## src/logic/hpm_map.vh

```
// constants for the hub port power and miscellaneous pin block
`ifndef HPM_MAP_VH
`define HPM_MAP_VH
// number of downstream ports
`define HPM_NUM_PORTS 4
// system clock period in ns
`define HPM_CLK_PERIOD_NS 10
// frame clock output rate in hz
`define HPM_FRAME_CLK_HZ 8000
// cycles in one half period of the frame clock (100 MHz / 16 kHz)
`define HPM_FRAME_HALF_CYC (1000000000 / (`HPM_CLK_PERIOD_NS * `HPM_FRAME_CLK_HZ * 2))
// least external reset pulse width in ns
`define HPM_RESET_MIN_NS 5000
// cycles a released combined pin needs before its read-back is trusted
`define HPM_SENSE_SETTLE 3'h4
// least reset pulse in cycles, rounded up
`define HPM_RESET_MIN_CYC ((`HPM_RESET_MIN_NS + `HPM_CLK_PERIOD_NS - 1) / `HPM_CLK_PERIOD_NS)
// reset values
`define HPM_POWER_RST 1'b0
`define HPM_SUSPEND_RST 1'b0
`define HPM_FRAME_CLK_RST 1'b0
`endif

```

## src/logic/hpm_sync3.v

```verilog
// three-stage input synchroniser with agreement filter
module hpm_sync3 #(
  parameter RST_VAL = 1'b1
) (
  // clock and reset
  input wire sys_clk,
  input wire rst,
  // asynchronous input
  input wire async_in,
  // filtered output
  output reg sync_out
);
  reg s1_r; // first stage, read only by s2
  reg s2_r; // second stage
  reg s3_r; // third stage

  // shift chain; output changes once stages two and three agree
  always @(posedge sys_clk or posedge rst) begin
    if (rst) begin
      s1_r <= RST_VAL;
      s2_r <= RST_VAL;
      s3_r <= RST_VAL;
      sync_out <= RST_VAL;
    end else begin
      s1_r <= async_in;
      s2_r <= s1_r;
      s3_r <= s2_r;
      if (s2_r == s3_r) begin
        sync_out <= s3_r;
      end
    end
  end
endmodule // hpm_sync3

```

## src/logic/hpm_port_power.v

```verilog
// hub port power, over-current, suspend, frame clock and bus-power detect pins
// Function
// - power-enable output high powers port
// - low over-current input means over-current
// - combined mode: one open-drain pin does both
// - 8 kHz clock synchronised to frames
// - frame clock driven only when enabled
// - suspend output when whole hub suspended
// - suspend indication only when enabled
// - bus-power toggle renegotiates without reset
`include "hpm_map.vh"
module hpm_port_power #(
  parameter NUM_PORTS = `HPM_NUM_PORTS,
  parameter HALF_CYC = `HPM_FRAME_HALF_CYC
) (
  // clock and reset
  input wire sys_clk,
  input wire rst,
  // hub core requests, one bit per port
  input wire [NUM_PORTS-1:0] port_power_request,
  input wire [NUM_PORTS-1:0] port_combined_mode,
  // dedicated power-enable pins
  output reg port1_power_enable,
  output reg port2_power_enable,
  output reg port3_power_enable,
  output reg port4_power_enable,
  // dedicated over-current pins, active low
  input wire port1_overcurrent_in_n,
  input wire port2_overcurrent_in_n,
  input wire port3_overcurrent_in_n,
  input wire port4_overcurrent_in_n,
  // combined control pins, open drain
  input wire [NUM_PORTS-1:0] port_combined_control_in,
  output reg [NUM_PORTS-1:0] port_combined_control_out,
  output reg [NUM_PORTS-1:0] port_combined_control_oe,
  // over-current status to the hub core
  output reg [NUM_PORTS-1:0] port_overcurrent,
  // suspend
  input wire hub_suspended,
  input wire suspend_output_enable,
  output reg suspend_out,
  // frame clock
  input wire frame_start,
  input wire frame_clock_enable,
  output reg frame_clock_out,
  // upstream bus power
  input wire upstream_power_detect,
  output reg upstream_present,
  output reg upstream_renegotiate
);
  wire [NUM_PORTS-1:0] oc_pin_n; // dedicated pins as a vector
  wire [NUM_PORTS-1:0] oc_sync_n; // synchronised dedicated pins
  wire [NUM_PORTS-1:0] ctl_sync; // synchronised combined pins
  wire vbus_sync; // synchronised bus-power detect
  reg [NUM_PORTS-1:0] oc_nxt; // selected over-current per port
  reg [NUM_PORTS-1:0] power_nxt; // granted power per port
  reg vbus_prev_r; // last bus-power level
  reg [15:0] half_cnt_r; // half-period counter
  reg frame_clk_r; // free internal frame clock
  reg [3*NUM_PORTS-1:0] settle_cnt_r; // cycles since each combined pin was released
  reg [NUM_PORTS-1:0] sense_ok_r; // read-back of a released pin is trustworthy
  reg [NUM_PORTS-1:0] cmb_fault_r; // latched over-current on a combined pin
  reg [NUM_PORTS-1:0] cmb_trip; // released combined pin reads low now
  integer i; // port index, select logic
  integer j; // port index, settle logic

  assign oc_pin_n = {port4_overcurrent_in_n, port3_overcurrent_in_n,
                     port2_overcurrent_in_n, port1_overcurrent_in_n};

  // synchronisers for every asynchronous pin
  genvar g;
  generate
    for (g = 0; g < NUM_PORTS; g = g + 1) begin : g_sync
      // dedicated over-current pin
      hpm_sync3 #(.RST_VAL(1'b1)) u_oc (
        .sys_clk(sys_clk),
        .rst(rst),
        .async_in(oc_pin_n[g]),
        .sync_out(oc_sync_n[g])
      );
      // combined pin read-back
      hpm_sync3 #(.RST_VAL(1'b1)) u_ctl (
        .sys_clk(sys_clk),
        .rst(rst),
        .async_in(port_combined_control_in[g]),
        .sync_out(ctl_sync[g])
      );
    end
  endgenerate

  // bus-power detect pin
  hpm_sync3 #(.RST_VAL(1'b0)) u_vbus (
    .sys_clk(sys_clk),
    .rst(rst),
    .async_in(upstream_power_detect),
    .sync_out(vbus_sync)
  );

  // over-current select and power grant
  always @* begin
    oc_nxt = {NUM_PORTS{1'b0}};
    power_nxt = {NUM_PORTS{1'b0}};
    cmb_trip = {NUM_PORTS{1'b0}};
    for (i = 0; i < NUM_PORTS; i = i + 1) begin
      if (port_combined_mode[i]) begin
        // only a released, settled pin that reads low is a fault;
        // our own pull-down, still in the synchroniser, is not
        cmb_trip[i] = sense_ok_r[i] & ~port_combined_control_oe[i] & ~ctl_sync[i];
        oc_nxt[i] = cmb_trip[i] | cmb_fault_r[i];
      end else begin
        oc_nxt[i] = ~oc_sync_n[i];
      end
      power_nxt[i] = port_power_request[i] & ~oc_nxt[i];
    end
  end

  // settle timer per combined pin: the read-back reaches us several cycles
  // after we let go, so the old low level must not count as a fault.
  // a combined-pin fault is held, since powering off pulls the pin low
  // and hides the monitor; the hub core retries by dropping its request.
  always @(posedge sys_clk or posedge rst) begin
    if (rst) begin
      settle_cnt_r <= {3*NUM_PORTS{1'b0}};
      sense_ok_r <= {NUM_PORTS{1'b0}};
      cmb_fault_r <= {NUM_PORTS{1'b0}};
    end else begin
      for (j = 0; j < NUM_PORTS; j = j + 1) begin
        if (port_combined_control_oe[j]) begin
          // pin pulled low by us: restart the timer
          settle_cnt_r[3*j +: 3] <= 3'h0;
          sense_ok_r[j] <= 1'b0;
        end else if (settle_cnt_r[3*j +: 3] != `HPM_SENSE_SETTLE) begin
          // released and still settling
          settle_cnt_r[3*j +: 3] <= settle_cnt_r[3*j +: 3] + 3'h1;
          sense_ok_r[j] <= 1'b0;
        end else begin
          // settled: read-back now shows the far side
          sense_ok_r[j] <= 1'b1;
        end
        if (cmb_trip[j]) begin
          // set wins over a clear in the same cycle
          cmb_fault_r[j] <= 1'b1;
        end else if (~port_power_request[j] | ~port_combined_mode[j]) begin
          // request withdrawn or mode left: fault forgotten
          cmb_fault_r[j] <= 1'b0;
        end
      end
    end
  end

  // pin drivers for power enable
  always @(posedge sys_clk or posedge rst) begin
    if (rst) begin
      port1_power_enable <= `HPM_POWER_RST;
      port2_power_enable <= `HPM_POWER_RST;
      port3_power_enable <= `HPM_POWER_RST;
      port4_power_enable <= `HPM_POWER_RST;
      port_combined_control_out <= {NUM_PORTS{1'b0}};
      port_combined_control_oe <= {NUM_PORTS{1'b1}};
      port_overcurrent <= {NUM_PORTS{1'b0}};
    end else begin
      // dedicated pins high means powered
      port1_power_enable <= power_nxt[0] & ~port_combined_mode[0];
      port2_power_enable <= power_nxt[1] & ~port_combined_mode[1];
      port3_power_enable <= power_nxt[2] & ~port_combined_mode[2];
      port4_power_enable <= power_nxt[3] & ~port_combined_mode[3];
      port_combined_control_out <= {NUM_PORTS{1'b0}};
      // open drain: release for power on, pull low for off
      port_combined_control_oe <= ~(power_nxt & port_combined_mode);
      port_overcurrent <= oc_nxt;
    end
  end

  // suspend indication
  always @(posedge sys_clk or posedge rst) begin
    if (rst) begin
      suspend_out <= `HPM_SUSPEND_RST;
    end else begin
      // stays low unless the indication has been enabled
      suspend_out <= hub_suspended & suspend_output_enable;
    end
  end

  // frame clock: 16 half periods per 1 ms frame, realigned on each frame start
  always @(posedge sys_clk or posedge rst) begin
    if (rst) begin
      half_cnt_r <= 16'h0000;
      frame_clk_r <= `HPM_FRAME_CLK_RST;
      frame_clock_out <= `HPM_FRAME_CLK_RST;
    end else begin
      if (frame_start) begin
        // rising edge lined up with the frame start
        half_cnt_r <= 16'h0000;
        frame_clk_r <= 1'b1;
      end else if (half_cnt_r == HALF_CYC[15:0] - 16'h0001) begin
        // half period done: toggle and start again
        half_cnt_r <= 16'h0000;
        frame_clk_r <= ~frame_clk_r;
      end else begin
        // free run between frame starts
        half_cnt_r <= half_cnt_r + 16'h0001;
      end
      // gate at the pin; internal clock keeps its phase while off
      frame_clock_out <= frame_clk_r & frame_clock_enable;
    end
  end

  // bus-power watch; each change asks for a new connection
  always @(posedge sys_clk or posedge rst) begin
    if (rst) begin
      vbus_prev_r <= 1'b0;
      upstream_present <= 1'b0;
      upstream_renegotiate <= 1'b0;
    end else begin
      // previous synchronised level for change detection
      vbus_prev_r <= vbus_sync;
      // level seen by the hub core
      upstream_present <= vbus_sync;
      // one-cycle pulse per change; no chip reset is needed to reconnect
      upstream_renegotiate <= vbus_sync ^ vbus_prev_r;
    end
  end
endmodule // hpm_port_power

```

## config.mk

```make
export PLATFORM = sky130hd
export DESIGN_NAME = hpm_port_power
export DESIGN_NICKNAME = d
export VERILOG_FILES = /design/src/logic/hpm_sync3.v /design/src/logic/hpm_port_power.v
export VERILOG_INCLUDE_DIRS = /design/src /design/src/logic
export SDC_FILE = /design/constraint.sdc
export NUM_CORES = 1
export LEC_CHECK = 0
export BUFFER_PORTS_ARGS = -buffer_cell sky130_fd_sc_hd__buf_2
export CAP_MARGIN = 20
export CELL_PAD_IN_SITES_DETAIL_PLACEMENT = 0
export CELL_PAD_IN_SITES_GLOBAL_PLACEMENT = 2
export CORE_AREA = 2 2 97 99
export DETAILED_ROUTE_END_ITERATION = 16
export DIE_AREA = 0 0 99 101
export PLACE_DENSITY = 0.82
export SYNTH_ARGS = -nofsm -noshare
export SYNTH_HDL_FRONTEND = slang
export SYNTH_SLANG_ARGS = --single-unit
```

## constraint.sdc

```tcl
create_clock -name sys_clk -period 3.4 [get_ports sys_clk]
set_clock_uncertainty 0.15 [all_clocks]
set_input_delay 0.68 -clock sys_clk [delete_from_list [all_inputs] [get_ports sys_clk]]
set_output_delay 0.68 -clock sys_clk [all_outputs]
set_load 0.05 [all_outputs]
```

# [Yosys cells after proc, flatten, opt, wreduce, memory -nomap -nowiden]
# Cells that the tools add are included.
[op_classes] add_sub_neg=5 eq_ne=14 muxes=36 bitwise_logic=54 reduce_logical=9
[ops] operator="$mux 16" count=2
[ops] operator="$mux 1" count=26
[ops] operator="$not 1->1" count=25
[ops] operator="$mux 3" count=8
[ops] operator="$and 1x1->1" count=18
[ops] operator="$reduce_bool 2->1" count=9
[ops] operator="$add 16x1->16 const B" count=1
[ops] operator="$eq 16x13->1 const B" count=1
[ops] operator="$add 3x1->3 const B" count=4
[ops] operator="$ne 3x3->1 const B" count=4
[ops] operator="$eq 1x1->1" count=9
[ops] operator="$or 1x1->1" count=8
[ops] operator="$and 4x4->4" count=1
[ops] operator="$not 4->4" count=1
[ops] operator="$xor 1x1->1" count=1
[word_totals] reg_bits=89 inputBits=23 output_inout_bits=20 elab_cells=175

# [Logic depth before layout (Yosys ltp)]
[depth] depth_word=9 depth_mapped=8 ltp_nobuf=6

# [Cells and area by module]
# From an unflattened synthesis, not the netlist that was laid out.
[unflattened] hier_cells=276 area_unflattened_um2=3458.3
[modules_own_cells] mod="hpm_port_power" n_inst=1 cells_each=222 area_each_um2=2382.3 seq_area_each_um2=1331.3
[modules_own_cells] mod="hpm_sync3 at g_sync[0].u_ctl ..." n_inst=8 cells_each=6 area_each_um2=120.1 seq_area_each_um2=105.1
[modules_own_cells] mod="hpm_sync3 at u_vbus" n_inst=1 cells_each=6 area_each_um2=115.1 seq_area_each_um2=100.1

# [Worst setup path before layout]
# OpenSTA, ideal clock, no wires.
[synth_timing] path_kind="flip-flop to flip-flop" from="register half_cnt_r[1]" to="register half_cnt_r[10]" setup_time_ns=0.119 t_arrival_ns=1.356 required_time_ns=3.131 setup_slack_ns=1.775 stages_incl_launch_ff=9 n_path_buf=2 synth_period_minus_slack_ns=1.625 path_cell_list="dfrtp_1 inv_1 ha_1 nor4b_1 nand4_1 nand2b_1 clkbuf_2 buf_6 nor2_1"
[synth_between] elab_chain_cells=3 elab_cells_between_ends=4 cone_classes="add/sub: 1; eq/ne: 1; mux: 2"
[synth_rtl] item="start: declaration" line_no="hpm_port_power.v:58" text="reg [15:0] half_cnt_r;"
[synth_rtl] item="start signal: assignment" line_no="hpm_port_power.v:201" text="half_cnt_r <= half_cnt_r + 16'h0001;"
[synth_rtl] item="$add 16x1->16 / $eq 16x13->1 (equally long branches)" line_no="hpm_port_power.v:201, hpm_port_power.v:195"
[synth_rtl] item="$mux 16 (*)" line_no="hpm_port_power.v:195" text="end else if (half_cnt_r == HALF_CYC[15:0] - 16'h0001) begin"
[synth_rtl] item="$mux 16 (*)" line_no="hpm_port_power.v:191" text="if (frame_start) begin"
# Every way passes the cells marked *; elsewhere a longest branch is shown, timed or not.
# A chain may end at the register's enable or synchronous reset.

# [Worst setup path after layout]
[layout_timing] from="register port_combined_control_oe[1]" to="output port_combined_control_oe[1]"
[layout_lines] item="start: declaration" line_no="hpm_port_power.v:35" text="output reg [NUM_PORTS-1:0] port_combined_control_oe,"
[layout_lines] item="start signal: assignment" line_no="hpm_port_power.v:159" text="port_combined_control_oe <= {NUM_PORTS{1'b1}};"
[layout_lines] item="start signal: assignment" line_no="hpm_port_power.v:169" text="port_combined_control_oe <= ~(power_nxt & port_combined_mode);"
# No word-level cell between the ends.

==> impl_metrics.py <==
metrics = {
    "worst_setup_path": {
        "cp_cell_sequence": "buf_2",
        "max_stage_delay_ps": 590,
        "r2r-end": "half_cnt_r[11]",
        "arrival_ps": 1220,
        "critPathLaunchType": "flip-flop",
        "crit_fanout": 6,
        "r2r.worst_path.cells": 6,
        "cp.required_ps": 2570,
        "path_class": "flip-flop to primary output",
        "critPathCaptureType": "primary output",
        "r2r_setup_slack_ps": 1460,
        "cp_slowest_cell": "dfstp_2",
        "cp.buffers_inverters": 1,
        "timing.rr.start": "half_cnt_r[1]",
        "crit_family": "flip-flops",
    },
    "timing": {
        "timing.fmax_ghz": 0.4883,
        "setup_tns_ps": 0,
        "final_max_slew_viol_count": 0,
        "worst_slew_pin_slew_ps": 744.3,
        "hold_viol": 0,
        "finalCriticalPeriod_ps": 2048,
        "rsz0062_at_grt": "false",
        "layout_worst_path_cycle_share": 0.6023,
        "max_slew_margin": 0.5032,
        "setup_viol_count_final": 0,
    },
    "finish": {
        "multi_input_area_um2": 1026,
        "syn_to_final_growth_pct": 15.45,
        "drive_gt1_frac": 0.3094,
        "fill_cells": 818,
        "layout.nets": 348,
        "num_antenna_cells": 0,
        "regArea_um2": 2272,
    },
    "power": {
        "netSwitchingPower_uw": 489.4,
        "clockPowerShare": 0.375,
        "ir_drop_uv": 182.3,
        "power_density_nw_per_um2": 534.6,
        "leakage_uw": 0.001684,
        "p_int_uw": 1610,
        "pwr-share-comb": 0.075,
        "total_power_uw": 2100,
        "seqPwrFrac": 0.550,
        "p_sw_frac": 0.2331,
    },
    "cts": {
        "cts_tree": "yes",
        "clk_latency_ps": 360,
        "clkSinkCount": 89,
        "ctsHtreeMaxLevel": 3,
        "path_clk_slew_ps": 90,
        "cts_setup_buffers": 0,
        "cts-root-buf": "clkbuf_8",
        "cts.repair.resized": 0,
        "clk_path_buf_depth": 2,
        "cts_buffers": 9,
        "hold_buffers": 0,
    },
    "grt": {
        "grt_max_degree": 48,
        "grtUsageTotal": 0.1185,
        "grt_overflow": 0,
        "antenna_found_initial": 0,
        "first_global_vias": 2011,
        "grt_first_pass_wirelength_mm": 9.273,
    },
    "die": {
        "die-area_um2": 9999,
        "fp.coreArea_um2": 8977,
        "die_x_um": 99,
        "start_util": 0.3790,
        "fp.dieH_um": 101,
        "io-pin-count": 43,
        "rows": 35,
    },
    "worst_hold_path": {
        "hold_class": "flip-flop to flip-flop",
        "min_to": "g_sync[3].u_ctl.s2_r",
        "holdPathStages": 0,
        "holdCritStartpoint": "g_sync[3].u_ctl.s1_r",
    },
    "synth": {
        "yosysWarningCount": 0,
        "synth_top_area_share": 0.3898,
        "syn-instance-count": 270,
        "ys_types": 34,
        "yosysTopAreaCell": "dfrtp_1",
        "avgSynthCellArea_um2": 12.60,
        "ys_seq_area_frac": 0.6679,
        "ys_seq_elements": 89,
        "syn_area_um2": 3402,
        "synth.area.top_cells": "dfrtp_1 39%, dfstp_2 28%, ha_1 3.7%, nor2_1 3.6%, xnor2_1 3.1%",
    },
    "detailed_routing": {
        "wire_per_inst_um": 11.93,
        "vias_per_cell": 4.564,
        "finalWirelength_mm": 5.142,
        "ant_nets": 0,
        "vias": 1967,
        "drtIter0Drc": 73,
        "first_pass_iters": 4,
        "remaining_drc_errors": 0,
    },
    "flow_run": {
        "drv_cap": 0,
    },
    "placed_design": {
        "dpl.hpwl_mm": 3.567,
        "place.gp.congestion": 0.7604,
        "io_buffers": 38,
    },
    "run_status": {
        "status": "finished clean",
    },
}
==> layout make-up <==
type                       count  area share
clock inverter                 4     0.01975
inverter                      15     0.01465
tap                          111     0.03536
sequential                    89      0.5785
multi-input combinational    161      0.2612
timing repair buffer          39     0.05352
clock buffer                  12     0.03695
==> placed cells by master, fill, tap and decap left out, types with 10 or more instances in the layout <==
cell type	count
dfstp_2	36
buf_2	38
dfrtp_1	53
nor2_1	33
inv_1	14
nand4_1	10
nand3_1	10
clkbuf_8	10
xnor2_1	12
ha_1	10
nand2_1	19
==> how the worst max path moves through the flow <==
| stage | from | to | slack, ps | cells past startpoint |
|---|---|---|---|---|
| finish | port_combined_control_oe[1] | port_combined_control_oe[1] | 1350 | 1 |
| global route | port_combined_control_oe[1] | port_combined_control_oe[1] | 1280 | 1 |
| CTS | port_combined_control_oe[3] | port_combined_control_oe[3] | 1320 | 1 |
| detailed placement | half_cnt_r[1] | half_cnt_r[11] | 1480 | 6 |
| global placement | half_cnt_r[1] | half_cnt_r[14] | 1480 | 6 |
| floorplan | rst | cmb_fault_r[0] | 320 | 1 |
==> power groups by stage <==
| stage | Clock (uW) | Sequential [uW] | Combinational, uW |
|---|---|---|---|
| CTS | 822 | 1160 | 161 |
| global route | 874 | 1160 | 173 |
| floorplan | 0 | 1210 | 74.1 |
| global placement | 0 | 1170 | 158 |
| detailed placement | 0 | 1170 | 161 |
| finish | 788 | 1150 | 157 |
==> worst reg2reg max path: cells and delay by family, from the launching register on <==
family | cells | cell delay (ps)
buffers and inverters | 1 | 70
adders and majority gates | 1 | 120
and+or+nand+nor | 4 | 1030
DFF | 1 | 430
==> layer usage <==
| layer | up-vias | GRT usage | wire length [um] |
|---|---|---|---|
| li1 | 977 | - | - |
| met1 | 951 | 0.1476 | 2407 |
| met2 | 29 | 0.1840 | 2413 |
| met3 | 10 | 0.04300 | 215 |
| met4 | 0 | 0.05690 | 106 |
| met5 | - | 0 | 0 |
==> state kept, by name, summed over array words and instances, names as in the netlist, 4 cells and up <==
name,count
cmb_fault_r,4
g_sync.u_ctl.s1_r,4
g_sync.u_ctl.s2_r,4
g_sync.u_ctl.s3_r,4
g_sync.u_ctl.sync_out,4
g_sync.u_oc.s1_r,4
g_sync.u_oc.s2_r,4
g_sync.u_oc.s3_r,4
g_sync.u_oc.sync_out,4
half_cnt_r,16
port_combined_control_oe,4
port_overcurrent,4
sense_ok_r,4
settle_cnt_r,12
==> cell usage after synthesis <==
| cell | n |
|---|---|
| or3b_2 | 4 |
| clkbuf_2 | 1 |
| nand2_1 | 19 |
| and3_2 | 1 |
| and4_4 | 1 |
| or4_4 | 1 |
| nor2_1 | 33 |
| nor4bb_1 | 1 |
| nor4_1 | 4 |
| nand3_1 | 10 |
| a21oi_1 | 4 |
| nor3_1 | 6 |
| buf_6 | 1 |
| a21oi_2 | 1 |
| conb_1 | 1 |
| and3_1 | 1 |
| buf_4 | 5 |
| a31oi_1 | 4 |
| xnor2_1 | 12 |
| ha_1 | 10 |
| nor4b_1 | 1 |
| buf_2 | 1 |
| inv_1 | 15 |
| xor2_1 | 7 |
| dfrtp_1 | 53 |
| and2_1 | 6 |
| a21boi_0 | 4 |
| nor2b_1 | 4 |
| nand4_1 | 10 |
| maj3_1 | 9 |
| dfstp_2 | 36 |
| o31ai_1 | 1 |
| nand3_2 | 1 |
| nand2b_1 | 2 |
==> cell families (layout without fill, tap and decap cells) <==
| kind of cell | after synthesis | after routing | synth area share |
|---|---|---|---|
| and+or+nand+nor | 105 | 105 | 0.1581 |
| DFF | 89 | 89 | 0.6679 |
| buffers and inverters | 23 | 70 | 0.03383 |
| adders and majority gates | 19 | 19 | 0.06326 |
| xor gates and xnor gates | 19 | 19 | 0.04892 |
| AOI/OAI and AO/OA | 14 | 14 | 0.02685 |
| other | 1 | 4 | 0.001102 |
==> through the flow <==
stage / setup slack, ps / cell area [um2] / hold slack (ps) / cells / util
after floorplan: 322.7 / 3413 / 181.2 / 273 / -
after global placement: 1483 / 3705 / 192.2 / 415 / 0.4127
after detailed placement: 1481 / 3705 / 192.6 / 415 / 0.4127
after CTS: 1318 / 3928 / 189.3 / 431 / 0.4375
after global routing: 1279 / 3928 / 190.9 / 431 / 0.4375
final: 1352 / 3928 / 187.7 / 431 / 0.4375
(Power assumes the default switching activity.)
